$ cat src/include/can_mode_pkg.sv
// Shared constants and types for the mode, timestamp and bit-timing block
package can_mode_pkg;
    // Clock and bus rate range
    localparam int CLK_HZ = 20_000_000;
    localparam int MIN_RATE_BPS = 10_000;
    localparam int MAX_RATE_BPS = 1_000_000;
    localparam int PRESC_W_DEF = 7;
    // Segment limits in time quanta
    localparam int SYNC_SEG_TQ = 1;
    localparam int SEG1_MIN_TQ = 4;
    localparam int SEG1_MAX_TQ = 16;
    localparam int SEG2_MIN_TQ = 2;
    localparam int SEG2_MAX_TQ = 8;
    localparam int SJW_MIN_TQ = 1;
    localparam int SJW_MAX_TQ = 4;
    localparam int SEG1_FIELD_W = 4;
    localparam int SEG2_FIELD_W = 3;
    localparam int SJW_FIELD_W = 2;
    localparam int TQ_CNT_W = 5;
    // Bus idle and recovery counts
    localparam int IDLE_RUN_BITS = 11;
    localparam int BUSOFF_SEQS = 128;
    // Wake-up glitch filter: least dominant time, rounded up
    localparam int WAKE_FILTER_NS = 2000;
    localparam int WAKE_FILTER_CYC = (WAKE_FILTER_NS * (CLK_HZ / 1_000_000) + 999) / 1000;
    // Capture channels of the timestamp link
    localparam int TS_CH_FIRST = 4;
    localparam int TS_CH_SECOND = 5;
    localparam logic RECESSIVE = 1'b1;

    typedef enum logic [2:0] {
        MODE_NORMAL = 3'b000,
        MODE_SLEEP_PEND = 3'b001,
        MODE_SLEEP = 3'b010,
        MODE_WAKE_SYNC = 3'b011,
        MODE_SOFT_RESET = 3'b100,
        MODE_POWER_DOWN = 3'b101
    } mode_e;

    typedef enum logic [1:0] {
        SEG_SYNC = 2'b00,
        SEG_ONE = 2'b01,
        SEG_TWO = 2'b10
    } seg_e;

    // Field value plus one gives the length in quanta
    function automatic logic [TQ_CNT_W-1:0] field_len(input logic [3:0] f);
        field_len = {1'b0, f} + 5'h01;
    endfunction : field_len
endpackage : can_mode_pkg

$ cat src/logic/bit_timing_unit.sv
// Bit time segmentation with resynchronisation
`timescale 1ns/100ps
module bit_timing_unit (
    input wire logic clk_i,
    input wire logic rst_b_i,
    input wire logic run_i,
    input wire logic tq_tick_i,
    input wire logic rx_i,
    input wire logic hard_sync_i,
    input wire logic [can_mode_pkg::SEG1_FIELD_W-1:0] seg1_field_i,
    input wire logic [can_mode_pkg::SEG2_FIELD_W-1:0] seg2_field_i,
    input wire logic [can_mode_pkg::SJW_FIELD_W-1:0] sjw_field_i,
    output logic bit_start_o,
    output logic sample_o
);
    import can_mode_pkg::*;

    seg_e seg;
    logic [TQ_CNT_W-1:0] cnt;
    logic [TQ_CNT_W-1:0] lim;
    logic [TQ_CNT_W-1:0] jump_width_field;
    logic [TQ_CNT_W-1:0] ext;
    logic [TQ_CNT_W-1:0] next_lim;
    logic rx_prev;
    logic edge_seen;

    // Recessive to dominant edge seen at a quantum boundary
    assign edge_seen = rx_prev & ~rx_i;
    assign jump_width_field = field_len({2'b00, sjw_field_i});
    assign ext = (cnt < jump_width_field) ? cnt : jump_width_field;

    // Limit of the running segment after any phase correction
    always_comb begin
        next_lim = lim;
        if (edge_seen && seg == SEG_ONE) begin
            next_lim = lim + ext;
        end else if (edge_seen && seg == SEG_TWO) begin
            next_lim = lim - jump_width_field;
        end
    end

    // Segment sequencer, one step per quantum
    always_ff @(posedge clk_i or negedge rst_b_i) begin
        if (!rst_b_i) begin
            seg <= SEG_SYNC;
            cnt <= '0;
            lim <= '0;
            rx_prev <= 1'b1;
            bit_start_o <= 1'b0;
            sample_o <= 1'b0;
        end else begin
            bit_start_o <= 1'b0;
            sample_o <= 1'b0;
            if (!run_i) begin
                seg <= SEG_SYNC;
                cnt <= '0;
                rx_prev <= 1'b1;
            end else if (tq_tick_i) begin
                rx_prev <= rx_i;
                if (hard_sync_i) begin
                    seg <= SEG_ONE;
                    cnt <= 5'h01;
                    lim <= field_len(seg1_field_i);
                    bit_start_o <= 1'b1;
                end else begin
                    case (seg)
                        SEG_SYNC: begin
                            // Sync segment lasts one quantum
                            seg <= SEG_ONE;
                            cnt <= 5'h01;
                            lim <= field_len(seg1_field_i);
                        end
                        SEG_ONE: begin
                            if (cnt >= next_lim) begin
                                seg <= SEG_TWO;
                                cnt <= 5'h01;
                                lim <= field_len({1'b0, seg2_field_i});
                                sample_o <= 1'b1;
                            end else begin
                                cnt <= cnt + 5'h01;
                                lim <= next_lim;
                            end
                        end
                        SEG_TWO: begin
                            if (edge_seen && (lim - cnt) <= jump_width_field) begin
                                // Edge acts as the next sync segment
                                seg <= SEG_ONE;
                                cnt <= 5'h01;
                                lim <= field_len(seg1_field_i);
                                bit_start_o <= 1'b1;
                            end else if (cnt >= next_lim) begin
                                seg <= SEG_SYNC;
                                bit_start_o <= 1'b1;
                            end else begin
                                cnt <= cnt + 5'h01;
                                lim <= next_lim;
                            end
                        end
                        default: begin
                            seg <= SEG_SYNC;
                        end
                    endcase
                end
            end
        end
    end
endmodule : bit_timing_unit

$ cat src/logic/can_mode_timestamp_bit_timing.sv
// Operating modes, timestamp link and bit timing of the bus controller
`timescale 1ns/100ps
module can_mode_timestamp_bit_timing #(
    parameter int PRESC_W = can_mode_pkg::PRESC_W_DEF,
    parameter bit HAS_CLOCK_GEN = 1'b1,
    parameter int CONTROLLER_INDEX = 0
) (
    input wire logic clk_i,
    input wire logic rst_b_i,
    input wire logic soft_reset_request_bit_i,
    input wire logic sleep_request_bit_i,
    input wire logic stop_in_wait_bit_i,
    input wire logic wakeup_filter_select_i,
    input wire logic timestamp_link_enable_i,
    input wire logic clock_origin_select_i,
    input wire logic [PRESC_W-1:0] prescaler_field_i,
    input wire logic [can_mode_pkg::SEG1_FIELD_W-1:0] first_phase_length_field_i,
    input wire logic [can_mode_pkg::SEG2_FIELD_W-1:0] second_phase_length_field_i,
    input wire logic [can_mode_pkg::SJW_FIELD_W-1:0] jump_width_field_i,
    input wire logic cpu_stop_mode_i,
    input wire logic cpu_wait_mode_i,
    input wire logic oscillator_output_clock_i,
    input wire logic system_bus_clock_i,
    input wire logic bus_receive_pin_i,
    input wire logic engine_tx_bit_i,
    input wire logic frame_active_i,
    input wire logic tx_pending_i,
    input wire logic eof_valid_i,
    input wire logic bus_off_i,
    input wire logic copy_req_i,
    input wire logic abort_req_i,
    input wire logic tx_start_req_i,
    output logic sleep_acknowledge_flag_o,
    output logic soft_reset_mode_o,
    output logic power_down_o,
    output logic reg_access_en_o,
    output logic config_write_en_o,
    output logic engine_run_o,
    output logic engine_online_o,
    output logic engine_halt_o,
    output logic bus_transmit_pin_o,
    output logic wakeup_o,
    output logic bit_start_o,
    output logic sample_point_o,
    output logic rx_level_o,
    output logic copy_go_o,
    output logic abort_go_o,
    output logic tx_start_go_o,
    output logic recovery_done_o,
    output logic timestamp_pulse_o,
    output logic capture_ch4_o,
    output logic capture_ch5_o
);
    import can_mode_pkg::*;

    // Prescaler must reach the slowest rate with the longest bit
    localparam int MAX_TQ_BIT = SYNC_SEG_TQ + SEG1_MAX_TQ + SEG2_MAX_TQ;
    localparam int MIN_TQ_BIT = SYNC_SEG_TQ + SEG1_MIN_TQ + SEG2_MIN_TQ;
    generate
        if ((2 ** PRESC_W) * MAX_TQ_BIT < CLK_HZ / MIN_RATE_BPS) begin : g_presc_chk
            $error("prescaler too narrow for slowest rate");
        end
        if (CLK_HZ / MAX_RATE_BPS < MIN_TQ_BIT) begin : g_rate_chk
            $error("clock too slow for fastest rate");
        end
        if (CONTROLLER_INDEX < 0 || CONTROLLER_INDEX > 1) begin : g_idx_chk
            $error("controller index must be 0 or 1");
        end
    endgenerate

    mode_e mode;
    mode_e next_mode;
    logic pd_req;
    logic rx_s1;
    logic rx_s2;
    logic rx_s3;
    logic rx_lvl;
    logic [5:0] wake_cnt;
    logic wake_evt;
    logic [SEG1_FIELD_W-1:0] seg1_cfg;
    logic [SEG2_FIELD_W-1:0] seg2_cfg;
    logic [SJW_FIELD_W-1:0] sjw_cfg;
    logic [PRESC_W-1:0] presc_cfg;
    logic origin_cfg;
    logic filter_cfg;
    logic src_tick;
    logic [PRESC_W-1:0] presc_cnt;
    logic tq_tick;
    logic run;
    logic hard_sync;
    logic bit_start;
    logic sample;
    logic [3:0] idle_run;
    logic [3:0] rec_run;
    logic [7:0] rec_seq;
    logic asleep;
    logic copy_pend;
    logic abort_pend;
    logic tx_pend;
    logic ts_arm;

    // Power-down follows the processor low-power state
    assign pd_req = cpu_stop_mode_i | (cpu_wait_mode_i & stop_in_wait_bit_i);

    // Receive pin synchroniser, change taken when stages two and three agree
    always_ff @(posedge clk_i or negedge rst_b_i) begin
        if (!rst_b_i) begin
            rx_s1 <= 1'b1;
            rx_s2 <= 1'b1;
            rx_s3 <= 1'b1;
            rx_lvl <= 1'b1;
        end else begin
            rx_s1 <= bus_receive_pin_i;
            rx_s2 <= rx_s1;
            rx_s3 <= rx_s2;
            if (rx_s2 == rx_s3) begin
                rx_lvl <= rx_s3;
            end
        end
    end

    // Dominant level while asleep wakes the controller, optionally filtered
    always_ff @(posedge clk_i or negedge rst_b_i) begin
        if (!rst_b_i) begin
            wake_cnt <= '0;
        end else if (mode != MODE_SLEEP || rx_lvl == RECESSIVE) begin
            wake_cnt <= '0;
        end else if (wake_cnt != 6'h3f) begin
            wake_cnt <= wake_cnt + 6'h01;
        end
    end
    assign wake_evt = (rx_lvl != RECESSIVE)
        && (!filter_cfg || wake_cnt >= 6'(WAKE_FILTER_CYC - 1));

    // Configuration shadows load only under soft reset
    always_ff @(posedge clk_i or negedge rst_b_i) begin
        if (!rst_b_i) begin
            seg1_cfg <= '0;
            seg2_cfg <= '0;
            sjw_cfg <= '0;
            presc_cfg <= '0;
            origin_cfg <= 1'b0;
            filter_cfg <= 1'b0;
        end else if (config_write_en_o) begin
            seg1_cfg <= first_phase_length_field_i;
            seg2_cfg <= second_phase_length_field_i;
            sjw_cfg <= jump_width_field_i;
            presc_cfg <= prescaler_field_i;
            origin_cfg <= clock_origin_select_i;
            filter_cfg <= wakeup_filter_select_i;
        end
    end

    // Mode sequencing; power-down preempts everything, soft reset everything but power-down
    always_comb begin
        next_mode = mode;
        if (pd_req) begin
            next_mode = MODE_POWER_DOWN;
        end else if (soft_reset_request_bit_i) begin
            next_mode = MODE_SOFT_RESET;
        end else begin
            case (mode)
                MODE_NORMAL: begin
                    if (sleep_request_bit_i) begin
                        next_mode = MODE_SLEEP_PEND;
                    end
                end
                MODE_SLEEP_PEND: begin
                    if (!sleep_request_bit_i) begin
                        next_mode = MODE_NORMAL;
                    end else if (!frame_active_i && !tx_pending_i) begin
                        next_mode = MODE_SLEEP;
                    end
                end
                MODE_SLEEP: begin
                    if (wake_evt || !sleep_request_bit_i) begin
                        next_mode = MODE_WAKE_SYNC;
                    end
                end
                MODE_WAKE_SYNC: begin
                    if (sample && rx_lvl == RECESSIVE
                        && idle_run == 4'(IDLE_RUN_BITS - 1)) begin
                        next_mode = MODE_NORMAL;
                    end
                end
                MODE_SOFT_RESET: begin
                    next_mode = MODE_WAKE_SYNC;
                end
                MODE_POWER_DOWN: begin
                    next_mode = MODE_WAKE_SYNC;
                end
                default: begin
                    next_mode = MODE_SOFT_RESET;
                end
            endcase
        end
    end

    // Mode register
    always_ff @(posedge clk_i or negedge rst_b_i) begin
        if (!rst_b_i) begin
            mode <= MODE_SOFT_RESET;
        end else begin
            mode <= next_mode;
        end
    end

    // Mode status and engine control
    assign asleep = (mode == MODE_SLEEP) || (mode == MODE_POWER_DOWN);
    assign run = (mode == MODE_NORMAL) || (mode == MODE_SLEEP_PEND)
        || (mode == MODE_WAKE_SYNC);
    assign engine_run_o = run;
    assign engine_online_o = (mode == MODE_NORMAL) || (mode == MODE_SLEEP_PEND);
    assign sleep_acknowledge_flag_o = (mode == MODE_SLEEP);
    assign soft_reset_mode_o = (mode == MODE_SOFT_RESET);
    assign power_down_o = (mode == MODE_POWER_DOWN);
    assign reg_access_en_o = (mode != MODE_POWER_DOWN);
    assign config_write_en_o = soft_reset_request_bit_i && reg_access_en_o;

    // Halt pulse and transmit pin
    always_ff @(posedge clk_i or negedge rst_b_i) begin
        if (!rst_b_i) begin
            engine_halt_o <= 1'b0;
            wakeup_o <= 1'b0;
            bus_transmit_pin_o <= RECESSIVE;
        end else begin
            engine_halt_o <= (next_mode == MODE_SOFT_RESET || next_mode == MODE_POWER_DOWN)
                && run;
            wakeup_o <= (mode == MODE_SLEEP) && (next_mode == MODE_WAKE_SYNC);
            if (next_mode == MODE_NORMAL || next_mode == MODE_SLEEP_PEND) begin
                bus_transmit_pin_o <= engine_tx_bit_i;
            end else begin
                bus_transmit_pin_o <= RECESSIVE;
            end
        end
    end

    // Source clock selection and quantum prescaler
    assign src_tick = (HAS_CLOCK_GEN && origin_cfg)
        ? system_bus_clock_i : oscillator_output_clock_i;
    always_ff @(posedge clk_i or negedge rst_b_i) begin
        if (!rst_b_i) begin
            presc_cnt <= '0;
            tq_tick <= 1'b0;
        end else begin
            tq_tick <= 1'b0;
            if (!run) begin
                presc_cnt <= '0;
            end else if (src_tick) begin
                if (presc_cnt >= presc_cfg) begin
                    presc_cnt <= '0;
                    tq_tick <= 1'b1;
                end else begin
                    presc_cnt <= presc_cnt + 1'b1;
                end
            end
        end
    end

    // Hard sync on each quantum the bus is dominant outside a frame, once a recessive sample point has been counted
    assign hard_sync = !frame_active_i && !rx_lvl && (idle_run != 4'h0);

    bit_timing_unit u_bit_timing (
        .clk_i(clk_i),
        .rst_b_i(rst_b_i),
        .run_i(run),
        .tq_tick_i(tq_tick),
        .rx_i(rx_lvl),
        .hard_sync_i(hard_sync),
        .seg1_field_i(seg1_cfg),
        .seg2_field_i(seg2_cfg),
        .sjw_field_i(sjw_cfg),
        .bit_start_o(bit_start),
        .sample_o(sample)
    );
    assign bit_start_o = bit_start;
    assign sample_point_o = sample;
    assign rx_level_o = rx_lvl;

    // Consecutive recessive bits for resynchronisation after wake-up
    always_ff @(posedge clk_i or negedge rst_b_i) begin
        if (!rst_b_i) begin
            idle_run <= '0;
        end else if (!run) begin
            idle_run <= '0;
        end else if (sample) begin
            if (rx_lvl != RECESSIVE || idle_run == 4'(IDLE_RUN_BITS - 1)) begin
                idle_run <= '0;
            end else begin
                idle_run <= idle_run + 4'h1;
            end
        end
    end

    // Bus-off recovery count; frozen, not cleared, while asleep
    always_ff @(posedge clk_i or negedge rst_b_i) begin
        if (!rst_b_i) begin
            rec_run <= '0;
            rec_seq <= '0;
            recovery_done_o <= 1'b0;
        end else begin
            recovery_done_o <= 1'b0;
            if (!bus_off_i || mode == MODE_SOFT_RESET) begin
                rec_run <= '0;
                rec_seq <= '0;
            end else if (sample && engine_online_o) begin
                if (rx_lvl != RECESSIVE) begin
                    rec_run <= '0;
                end else if (rec_run == 4'(IDLE_RUN_BITS - 1)) begin
                    rec_run <= '0;
                    if (rec_seq == 8'(BUSOFF_SEQS - 1)) begin
                        rec_seq <= '0;
                        recovery_done_o <= 1'b1;
                    end else begin
                        rec_seq <= rec_seq + 8'h01;
                    end
                end else begin
                    rec_run <= rec_run + 4'h1;
                end
            end
        end
    end

    // Deferred buffer copy, abort and transmit start across sleep
    always_ff @(posedge clk_i or negedge rst_b_i) begin
        if (!rst_b_i) begin
            copy_pend <= 1'b0;
            abort_pend <= 1'b0;
            tx_pend <= 1'b0;
            copy_go_o <= 1'b0;
            abort_go_o <= 1'b0;
            tx_start_go_o <= 1'b0;
        end else if (asleep) begin
            copy_pend <= copy_pend | copy_req_i;
            abort_pend <= abort_pend | abort_req_i;
            tx_pend <= tx_pend | tx_start_req_i;
            copy_go_o <= 1'b0;
            abort_go_o <= 1'b0;
            tx_start_go_o <= 1'b0;
        end else begin
            copy_go_o <= copy_pend | copy_req_i;
            abort_go_o <= abort_pend | abort_req_i;
            tx_start_go_o <= tx_pend | tx_start_req_i;
            copy_pend <= 1'b0;
            abort_pend <= 1'b0;
            tx_pend <= 1'b0;
        end
    end

    // Timestamp pulse spans exactly one bit time after a good end of frame
    always_ff @(posedge clk_i or negedge rst_b_i) begin
        if (!rst_b_i) begin
            ts_arm <= 1'b0;
            timestamp_pulse_o <= 1'b0;
        end else if (!run) begin
            ts_arm <= 1'b0;
            timestamp_pulse_o <= 1'b0;
        end else begin
            if (eof_valid_i) begin
                ts_arm <= 1'b1;
            end else if (bit_start) begin
                ts_arm <= 1'b0;
            end
            if (bit_start) begin
                timestamp_pulse_o <= ts_arm;
            end
        end
    end

    // Link to the capture timer
    assign capture_ch4_o = timestamp_link_enable_i && timestamp_pulse_o
        && (CONTROLLER_INDEX + TS_CH_FIRST == TS_CH_FIRST);
    assign capture_ch5_o = timestamp_link_enable_i && timestamp_pulse_o
        && (CONTROLLER_INDEX + TS_CH_FIRST == TS_CH_SECOND);
endmodule : can_mode_timestamp_bit_timing

$ cat config.mk
export PLATFORM = sky130hd
export DESIGN_NAME = can_mode_timestamp_bit_timing
export DESIGN_NICKNAME = d
export VERILOG_FILES = /design/src/include/can_mode_pkg.sv /design/src/logic/bit_timing_unit.sv /design/src/logic/can_mode_timestamp_bit_timing.sv
export SDC_FILE = /design/constraint.sdc
export NUM_CORES = 1
export LEC_CHECK = 0
export ABC_CLOCK_PERIOD_IN_PS = 14100
export BUFFER_PORTS_ARGS = -buffer_cell sky130_fd_sc_hd__buf_2
export CELL_PAD_IN_SITES_DETAIL_PLACEMENT = 1
export CELL_PAD_IN_SITES_GLOBAL_PLACEMENT = 1
export CORE_MARGIN = 2
export CORE_UTILIZATION = 38
export DETAILED_ROUTE_END_ITERATION = 10
export HOLD_SLACK_MARGIN = 0.08
export PLACE_DENSITY_LB_ADDON = 0.12
export SLEW_MARGIN = 20
export SYNTH_ARGS = -nofsm -noshare
export SYNTH_HDL_FRONTEND = slang
export SYNTH_SLANG_ARGS = --single-unit
$ cat constraint.sdc
create_clock -name clk_i -period 14.1 [get_ports clk_i]
set_input_delay 1.41 -clock clk_i [delete_from_list [all_inputs] [get_ports clk_i]]
set_output_delay 1.41 -clock clk_i [all_outputs]
set_load 0.1 [all_outputs]
Word-level counts from Yosys, hierarchy flattened
Index checks and enable logic that the tools add are counted.
W data, S select, Z words.
Storage, ports and cells
  flip-flop bits (word level): 82
  input port bits: 37
  output and inout port bits: 20
  word-level logic and storage cells: 211
Cells by class
  $add $sub $neg: 12
  magnitude comparators: 5
  equal/unequal tests: 28
  muxes and demuxes: 80
  bitwise logic cells: 7
  reduce and logical (&&, ||, !) cells: 44
Operators with widths (number)
  $mux W5: 13
  $mux W8: 5
  $mux W1: 33
  $pmux W5 S3: 2
  $mux W4: 7
  $mux W3: 7
  $mux W7: 3
  $pmux W3 S5: 1
  $logic_and A1 B1 Y1: 14
  $eq A3 B3 Y1 const B: 4
  $mux W2: 6
  $mux W6: 2
  $logic_or A1 B1 Y1: 10
  $ne A5 B5 Y1 const B: 2
  $sub A5 B5 Y5: 2
  $eq A3 B2 Y1 const B: 3
  $reduce_and A3 Y1: 3
  $add A4 B1 Y4 const B: 2
  $add A8 B1 Y8 const B: 1
  $eq A4 B4 Y1 const B: 2
  $eq A8 B7 Y1 const B: 1
  $ne A4 B4 Y1 const B: 2
  $reduce_bool A2 Y1: 4
  $reduce_bool A4 Y1: 2
  other kinds (31): 45

Logic depth before layout (Yosys ltp)
Gate-level depths: netlist of run 1.
  word-level depth: 12
  mapped depth: 20
  depth with buffers taken out: 19

Hierarchy
From an unflattened synthesis of run 1, not the netlist that was laid out.
Unflattened totals
  cell total of the unflattened synthesis: 540
  area, all modules: 5089.9 um^2
By module, submodules not included
  can_mode_timestamp_bit_timing: instances 1, cells an instance 317, area an instance 3213.1 um^2, seq. area each 1684.1 um^2
  bit_timing_unit: instances 1, cells an instance 223, area an instance 1876.8 um^2, seq. area each 376.6 um^2

Worst setup path before layout of run 1
OpenSTA, ideal clock, no wires.
  path type: flip-flop to flip-flop
  start point: reg sjw_cfg[0]
  end point: reg u_bit_timing.lim[1]
  library setup time: 125 ps
  arrival time: 4553 ps
  data required time: 13975 ps
  slack: 9422 ps
  cell stages (with the launch flop): 19
  buffers on the path: 0
  clock period less this slack: 4678 ps
  path through: dfrtp_1 ha_1 inv_1 ha_1 a2111oi_0 a21oi_1 ha_1 fa_1 a21o_1 a21oi_1 o22ai_1 xnor2_1 ha_1 a21o_1 a31oi_1 mux2_2 a22oi_1 o22ai_1 mux2_2
Between the ends
  cells in the longest elaborated chain, start to end: 9
  elaborated cells between the ends (all ways): 17
  classes of those cells: add/sub (3); order compare (3); eq/ne (1); mux (8); reduce/logical (2)
RTL lines
  start, declared: line can_mode_timestamp_bit_timing.sv:82  | logic [SJW_FIELD_W-1:0] sjw_cfg;
  start signal, assigned: line can_mode_timestamp_bit_timing.sv:147  | sjw_cfg <= jump_width_field_i;
  $add A2 B1 Y3 *: line can_mode_pkg.sv:48  | field_len = {1'b0, f} + 5'h01;
  $lt A5 B5 Y1: line bit_timing_unit.sv:30  | assign ext = (cnt < jump_width_field) ? cnt : jump_width_field;
  $mux W5: line bit_timing_unit.sv:30
  $add A5 B5 Y5: line bit_timing_unit.sv:36  | next_lim = lim + ext;
  $mux W5: line bit_timing_unit.sv:35  | if (edge_seen && seg == SEG_ONE) begin
  $ge A5 B5 Y1 / $mux W5 (equally long branches): line bit_timing_unit.sv:74, bit_timing_unit.sv:91
  $mux W5 (on tied branches): line bit_timing_unit.sv:74, bit_timing_unit.sv:85
  $pmux W5 S3: line bit_timing_unit.sv:66  | case (seg)
  $mux W5: line bit_timing_unit.sv:60  | if (hard_sync_i) begin
  end signal, assigned: line bit_timing_unit.sv:63  | lim <= field_len(seg1_field_i);
  end signal, assigned: line bit_timing_unit.sv:71  | lim <= field_len(seg1_field_i);
  end signal, assigned: line bit_timing_unit.sv:77  | lim <= field_len({1'b0, seg2_field_i});
  end, declared: line bit_timing_unit.sv:20  | logic [TQ_CNT_W-1:0] lim;
Mark *: on every way between the ends. The rest lies on a longest branch, timed or not. The select of a mux whose other input is x is not followed.
A chain may end at the register's enable or synchronous reset.

Final worst setup path of run 1
Same ends and word-level chain as after synthesis.

==> flow_metrics.env, run 1 <==
export IMPL_outcome="finished clean"
export IMPL_hp_class="flip-flop to flip-flop"
export IMPL_drt_drc_violations_left=0
export IMPL_finClkSkew_ps=4.64
export IMPL_end_kind="flip-flop"
export IMPL_port_buffers=55
export IMPL_dp_hpwl_mm=9.79
export IMPL_antenna_found_initial=0
export IMPL_rsz0062_at_grt="no"
export IMPL_vias=4125
export IMPL_crit_slowest_cell="a2111oi_1"
export IMPL_grt_pass1_wl_mm=22.3
export IMPL_die_h_um=119
export IMPL_routabilityCongestion=0.876
export IMPL_path_class="flip-flop to flip-flop"
export IMPL_cts_buffers=9
export IMPL_gr_total_overflow=0
export IMPL_cts_htree_levels=3
export IMPL_synth_edff_count=0
export IMPL_diodes=0
export IMPL_cp_depth=18
export IMPL_async_flop_share_pct=100
export IMPL_drv_cap=0
export IMPL_synth_top_cell_by_area="dfrtp_1"
export IMPL_drtPass1Iterations=4
export IMPL_yosys_warnings=0
export IMPL_slew_violations=0
export IMPL_grt_max_degree=54
export IMPL_synth_cell_types=62
export IMPL_worstPathMaxFanout=13
export IMPL_r2r_cells=18
export IMPL_hold_path_depth=0
export IMPL_dp_cells=749
export IMPL_ir_worst_vdd_mv=0.0722
export IMPL_post_cts_setup_buffers=0
export IMPL_syn_inst=532
export IMPL_drt_initial_drc_count=175
export IMPL_root_buffer="clkbuf_16"
export IMPL_tightest_slew_ps=766
export IMPL_slowest_delay_ps=550
export IMPL_seq_area_frac_synth_pct=41.0
export IMPL_setup_tns_ps=0
export IMPL_slew_headroom_pct=48.7
export IMPL_power_density_mw_per_mm2=113
export IMPL_start_util_pct=39.3
export IMPL_post_cts_resize_count=0
export IMPL_ys_ff_latch=82
export IMPL_synth_flop_cell="dfrtp_1"
export IMPL_arrival_ps=5450
export IMPL_cp_top_family="compound AO/OA/AOI/OAI gates"
export IMPL_worst_path_most_repeated_cell="ha_1"
export IMPL_required_ps=14330
export IMPL_timing_fmax_ghz=0.192
export IMPL_die_area_sq_mm=0.0141
export IMPL_setup_viol=0
export IMPL_via_per_inst=5.39
export IMPL_worst_setup_hold_path_clk_slew_ps=60
export IMPL_period_needed_ps=5210
export IMPL_area_growth_pct=15.6
export IMPL_path_cells="ha_1 > inv_1 > ha_1 > a2111oi_1 > clkbuf_2 > o21ai_0 > fa_1 > a21o_1 > a21oi_1 > o22ai_1 > xnor2_1 > ha_1 > a21o_1 > a31oi_2 > mux2_2 > a22oi_1 > o22ai_1 > mux2_2"
export IMPL_synthTopCellsByArea="dfrtp_1 (37%), ha_1 (11%), nand2_1 (3.8%)"
export IMPL_startpoint_type="flip-flop"
export IMPL_fin_crit_sh_pct=37.0
export IMPL_ff2ff_setup_slack_ps=8890
export IMPL_cts_buffer_depth=2
export IMPL_rows=41
export IMPL_final_nets=672
export IMPL_ios=57
export IMPL_groute_usage_overall_pct=19.6
export IMPL_p_leak_nw=2.76
export IMPL_wirelength_mm=13.0
export IMPL_hold_viol=0
export IMPL_avgSynthCellArea_sq_um=9.44
export IMPL_core_sq_mm=0.0128
export IMPL_grt_pass1_vias=4487
export IMPL_cts_tree="built"
export IMPL_hold_buffers=0
export IMPL_drtAntennaViolNets=0
export IMPL_wl_per_cell_um=17.0
export IMPL_insertion_delay_ps=350
export IMPL_syn_cell_area_sq_mm=0.00502
export IMPL_synth_top_cell_area_share_pct=37.4
export IMPL_fp_dieW_um=119
export IMPL_drive_gt1_share_pct=17.7
export IMPL_finalNonFillerCells=766
export IMPL_clock_sinks=82
export IMPL_critical_path_buf_inv_count=2
-- worst reg2reg max path: stages (launching register included) --
cell       delay (ps)
dfrtp_1           420
ha_1              220
inv_1             120
ha_1              250
a2111oi_1         550
clkbuf_2          250
o21ai_0           150
fa_1              460
a21o_1            170
a21oi_1           150
o22ai_1           110
xnor2_1           280
ha_1              320
a21o_1            200
a31oi_2           540
mux2_2            410
a22oi_1           140
o22ai_1           100
mux2_2            280
-- Yosys cell counts, types with 7 or more instances --
cell type  number
xor2_1          9
o21ai_0        36
nand3_1        18
dfrtp_1        75
nor2b_1         8
a21o_1          8
ha_1           44
o22ai_1         8
a211o_1         7
and3_1          9
mux2i_1         9
nand2_1        51
nor2_1         47
mux2_2         15
a21oi_1        27
nor3_1         11
dfstp_2         7
inv_1          38
clkbuf_1        9
nor3b_1        10
-- where the power goes --
| group | leakage (nW) | internal, mW | switching [mW] |
|---|---|---|---|
| clock network | 0.152 | 0.152 | 0.0974 |
| registers | 1.06 | 0.254 | 0.0154 |
| logic | 1.55 | 0.0480 | 0.0891 |
| total | 2.76 | 0.454 | 0.202 |
-- cell usage in the layout (no fill, tap or decap), drive strengths merged, types with 7 or more instances in the layout --
| master | synthesis | layout |
|---|---|---|
| dfrtp | 75 | 75 |
| buf | 3 | 56 |
| nand2 | 51 | 51 |
| nor2 | 48 | 48 |
| ha | 44 | 44 |
| o21ai | 39 | 39 |
| inv | 38 | 38 |
| a21oi | 27 | 27 |
| nand3 | 18 | 18 |
| mux2 | 15 | 15 |
| clkbuf | 9 | 14 |
| nor3 | 11 | 11 |
| and3 | 11 | 11 |
| nor3b | 10 | 10 |
| mux2i | 9 | 9 |
| xor2 | 9 | 9 |
| a21o | 9 | 9 |
| nor2b | 8 | 8 |
| o22ai | 8 | 8 |
| a211o | 7 | 7 |
| dfstp | 7 | 7 |
-- stage by stage --
step / utilization (%) / power (mW) / instance area [sq um] / setup slack, ps / hold slack (ps)
2_1_floorplan: - / 0.369 / 5020 / 9420 / 345
3_3_place_gp: 42.9 / 0.403 / 5470 / 8590 / 345
3_5_place_dp: 42.9 / 0.410 / 5470 / 8200 / 349
4_1_cts: 45.3 / 0.663 / 5790 / 8160 / 359
5_1_grt: 45.4 / 0.690 / 5800 / 8500 / 359
6_report: 45.4 / 0.656 / 5800 / 8890 / 359
-- sequential cells by signal (all words and copies together) (netlist names), 4 cells and up --
register and flops:
presc_cfg 7, presc_cnt 7, idle_run 4, rec_run 4, wake_cnt 6, u_bit_timing.cnt 5, seg1_cfg 4, u_bit_timing.lim 5
rec_seq 8
-- metal layers --
metal | GRT usage [%] | wire [um]
met3 | 3.11 | 398
met5 | 0 | 0
met4 | 7.22 | 236
met1 | 26.1 | 6110
met2 | 32.2 | 6250
-- cell families after synthesis --
family	share of synthesized area (%)
AO/OA/AOI/OAI	16.6
XOR/XNOR	2.62
adder cells (fa/ha/maj)	12.0
buffers and inverters	4.01
flip-flops	41.0
multiplexers	5.16
other	0.0747
AND/OR/NAND/NOR	18.5
-- layout make-up --
| cell class | instances | area (sq um) |
|---|---|---|
| clock buffers | 13 | 270 |
| clock inverters | 3 | 46.3 |
| fillers | 1487 | 6970 |
| inverters | 40 | 150 |
| multi-input cells | 399 | 2770 |
| flip-flops and latches | 82 | 2060 |
| well taps | 172 | 215 |
| repair buffers | 57 | 290 |
-- path summary, 6_finish.rpt --
kind	from	endpoint
setup / recovery	sjw_cfg[0]	u_bit_timing.lim[1]
hold / removal	rx_s1	rx_s2
setup reg to reg	sjw_cfg[0]	u_bit_timing.lim[1]
hold reg to reg	rx_s1	rx_s2
max in group asynchronous	rst_b_i	rec_run[0]
min in group asynchronous	rst_b_i	presc_cfg[3]
Power figures use the tool's default switching activity.
==> run 2: changes to the inputs <==
ABC_AREA = 1   (was not set)
ABC_CLOCK_PERIOD_IN_PS = 4500   (was 14100)
clock period = 4.5 ns   (was 14.1 ns; I/O delays follow)
==> run 2 against run 1 <==
  * Wire length is 9.7% higher
  * Maximum frequency is 29% higher
  * Cell count is 23% higher
  * Clock power grew to 3.0 times the previous value
  * Flip-flop and latch count stayed put
  * Utilization is 1.0 points lower
  * Combinational power grew to 3.9 times the previous value
  * Final area is 5.0% higher
  * Die area is 5.1% higher
  * Clock-buffer cell count is 1 lower
  * Hold slack worse by 200 ps
  * Sequential share of layout area is 1.7 points lower
==> flow_metrics.env, run 2 <==
export IMPL_required_ps=4790
export IMPL_dp_cells=929
export IMPL_post_cts_resize_count=0
export IMPL_cts_buffers=9
export IMPL_grt_max_degree=83
export IMPL_diodes=0
export IMPL_synth_top_cell_by_area="dfrtp_1"
export IMPL_reg_top3="rec_seq (8), presc_cfg (7), presc_cnt (7)"
export IMPL_fp_dieW_um=122
export IMPL_cts_htree_levels=3
export IMPL_seq_area_frac_synth_pct=39.0
export IMPL_hp_class="input pin to asynchronous set/reset pin"
export IMPL_hold_viol=0
export IMPL_root_buffer="clkbuf_16"
export IMPL_final_nets=843
export IMPL_layout_commonest_cell="nand2_1"
export IMPL_via_per_inst=5.04
export IMPL_drt_initial_drc_count=205
export IMPL_core_sq_mm=0.0137
export IMPL_tightest_slew_ps=763
export IMPL_holdWs_ps=159
export IMPL_die_h_um=122
export IMPL_drive_gt1_share_pct=16.7
export IMPL_avgSynthCellArea_sq_um=7.58
export IMPL_synthTopCellsByArea="dfrtp_1 (36%), nand2_1 (13%), ha_1 (10%)"
export IMPL_pre_cts_ws_ps=323
export IMPL_largest_reg_flops=8
export IMPL_drt_drc_violations_left=0
export IMPL_wl_per_cell_um=15.1
export IMPL_synth_flop_cell="dfrtp_1"
export IMPL_async_flop_share_pct=100
export IMPL_period_needed_ps=4040
export IMPL_hold_buffers=0
export IMPL_antenna_found_initial=0
export IMPL_worstPathMaxFanout=6
export IMPL_ys_ff_latch=82
export IMPL_port_buffers=55
export IMPL_drtPass1Iterations=4
export IMPL_outcome="finished clean"
export IMPL_routabilityCongestion=0.854
export IMPL_ir_worst_vdd_mv=0.232
export IMPL_slew_violations=0
export IMPL_yosys_warnings=0
export IMPL_final_area_sq_mm=0.00610
export IMPL_finClkSkew_ps=6.51
export IMPL_grt_pass1_vias=4967
export IMPL_power_density_mw_per_mm2=349
export IMPL_syn_inst=697
export IMPL_vias=4761
export IMPL_dp_hpwl_mm=11.0
export IMPL_path_class="flip-flop to flip-flop"
export IMPL_p_leak_nw=3.10
export IMPL_cts_buffer_depth=2
export IMPL_fin_crit_sh_pct=89.8
export IMPL_slew_headroom_pct=49.2
export IMPL_top_register="rec_seq"
export IMPL_finalNonFillerCells=945
export IMPL_clock_sinks=82
export IMPL_post_cts_setup_buffers=0
export IMPL_rsz0062_at_grt="no"
export IMPL_synth_cell_types=39
export IMPL_worst_setup_hold_path_clk_slew_ps=60
export IMPL_placed_area_sq_mm=0.00577
export IMPL_layout_cells_most_common_list="nand2_1 (180), inv_1 (94), dfrtp_1 (75), nand3_1 (54), buf_2 (54)"
export IMPL_wirelength_mm=14.3
export IMPL_r2r_cells=26
export IMPL_yosysMostFrequentCell="nand2_1"
export IMPL_startpoint_type="flip-flop"
export IMPL_end_kind="flip-flop"
export IMPL_start_util_pct=38.5
export IMPL_setup_ws_ps=459
export IMPL_setup_tns_ps=0
export IMPL_die_area_sq_mm=0.0149
export IMPL_synth_edff_count=0
export IMPL_syn_cell_area_sq_mm=0.00529
export IMPL_utilization_pct=44.4
export IMPL_grt_pass1_wl_mm=24.1
export IMPL_finalPower_mw=2.13
export IMPL_area_growth_pct=15.3
export IMPL_setup_viol=0
export IMPL_timing_fmax_ghz=0.247
export IMPL_rows=43
export IMPL_arrival_ps=4330
export IMPL_drtAntennaViolNets=0
export IMPL_synth_top_cell_area_share_pct=35.5
export IMPL_gr_total_overflow=0
export IMPL_cts_tree="built"
export IMPL_drv_cap=0
export IMPL_insertion_delay_ps=350
export IMPL_groute_usage_overall_pct=20.8
export IMPL_synthTopCellsByCount="nand2_1 (181), inv_1 (94), dfrtp_1 (75), nand3_1 (55), nor2_1 (48)"
export IMPL_fillCellCount=1732
export IMPL_ios=57
run 2: critical path, cell delays in order, from the launching register on:
cell and delay [ps]:
dfrtp_1 380, ha_1 370, inv_1 110, o221ai_1 240
nand2_2 120, nand2_1 80, o21ai_0 80, ha_1 210
fa_1 410, a21oi_1 150, nor2_1 50, o21ai_1 150
nand3_1 90, nand2_1 90, inv_1 40, ha_1 310
nand2_1 100, nor2_1 50, nand2_1 80, nand3_1 110
nor2_4 170, nand2_1 150, nor2_1 160, nor2_1 60
nand3_1 110, nand2_1 60, nand2_1 60
run 2: layer usage:
metal / GRT usage, % / wire length, um
met4: 6.75 / 204
met3: 4.17 / 481
met2: 37.0 / 7120
met5: 0 / 0
met1: 25.0 / 6450
run 2: layout make-up:
cell class                 instances  area [sq um]  area share (%)
sequential                        82          2060            33.8
inverter                         114           433            7.10
clock buffer                      12           246            4.04
tap                              180           225            3.69
timing repair buffer              56           289            4.74
multi-input combinational        497          2790            45.8
clock inverter                     4          52.6           0.862
run 2: final timing paths:
| check | from | to | slack, ps |
|---|---|---|---|
| setup / recovery | sjw_cfg[0] | u_bit_timing.lim[2] | 460 |
| hold / removal | rst_b_i | copy_go_o | 160 |
| setup reg to reg | sjw_cfg[0] | u_bit_timing.lim[2] | 460 |
| hold reg to reg | rx_s1 | rx_s2 | 360 |
| max in group asynchronous | rst_b_i | rec_seq[5] | 3840 |
| min in group clk_i | bus_receive_pin_i | rx_s1 | 210 |
run 2: kinds of logic after synthesis:
group / count (synthesis) / share of synthesized area (%)
flip-flops: 82 / 39.0
buffers and inverters: 119 / 8.76
multiplexers: 1 / 0.189
XOR/XNOR: 15 / 2.49
AO/OA/AOI/OAI: 101 / 10.3
other: 1 / 0.0709
adder cells (fa/ha/maj): 47 / 11.4
AND/OR/NAND/NOR: 331 / 27.8
run 2: power breakdown:
part | total (mW) | switching (mW) | internal [mW]
Clock | 0.754 | 0.307 | 0.447
Sequential | 0.846 | 0.0468 | 0.799
Combinational | 0.528 | 0.369 | 0.159
Total | 2.13 | 0.722 | 1.41
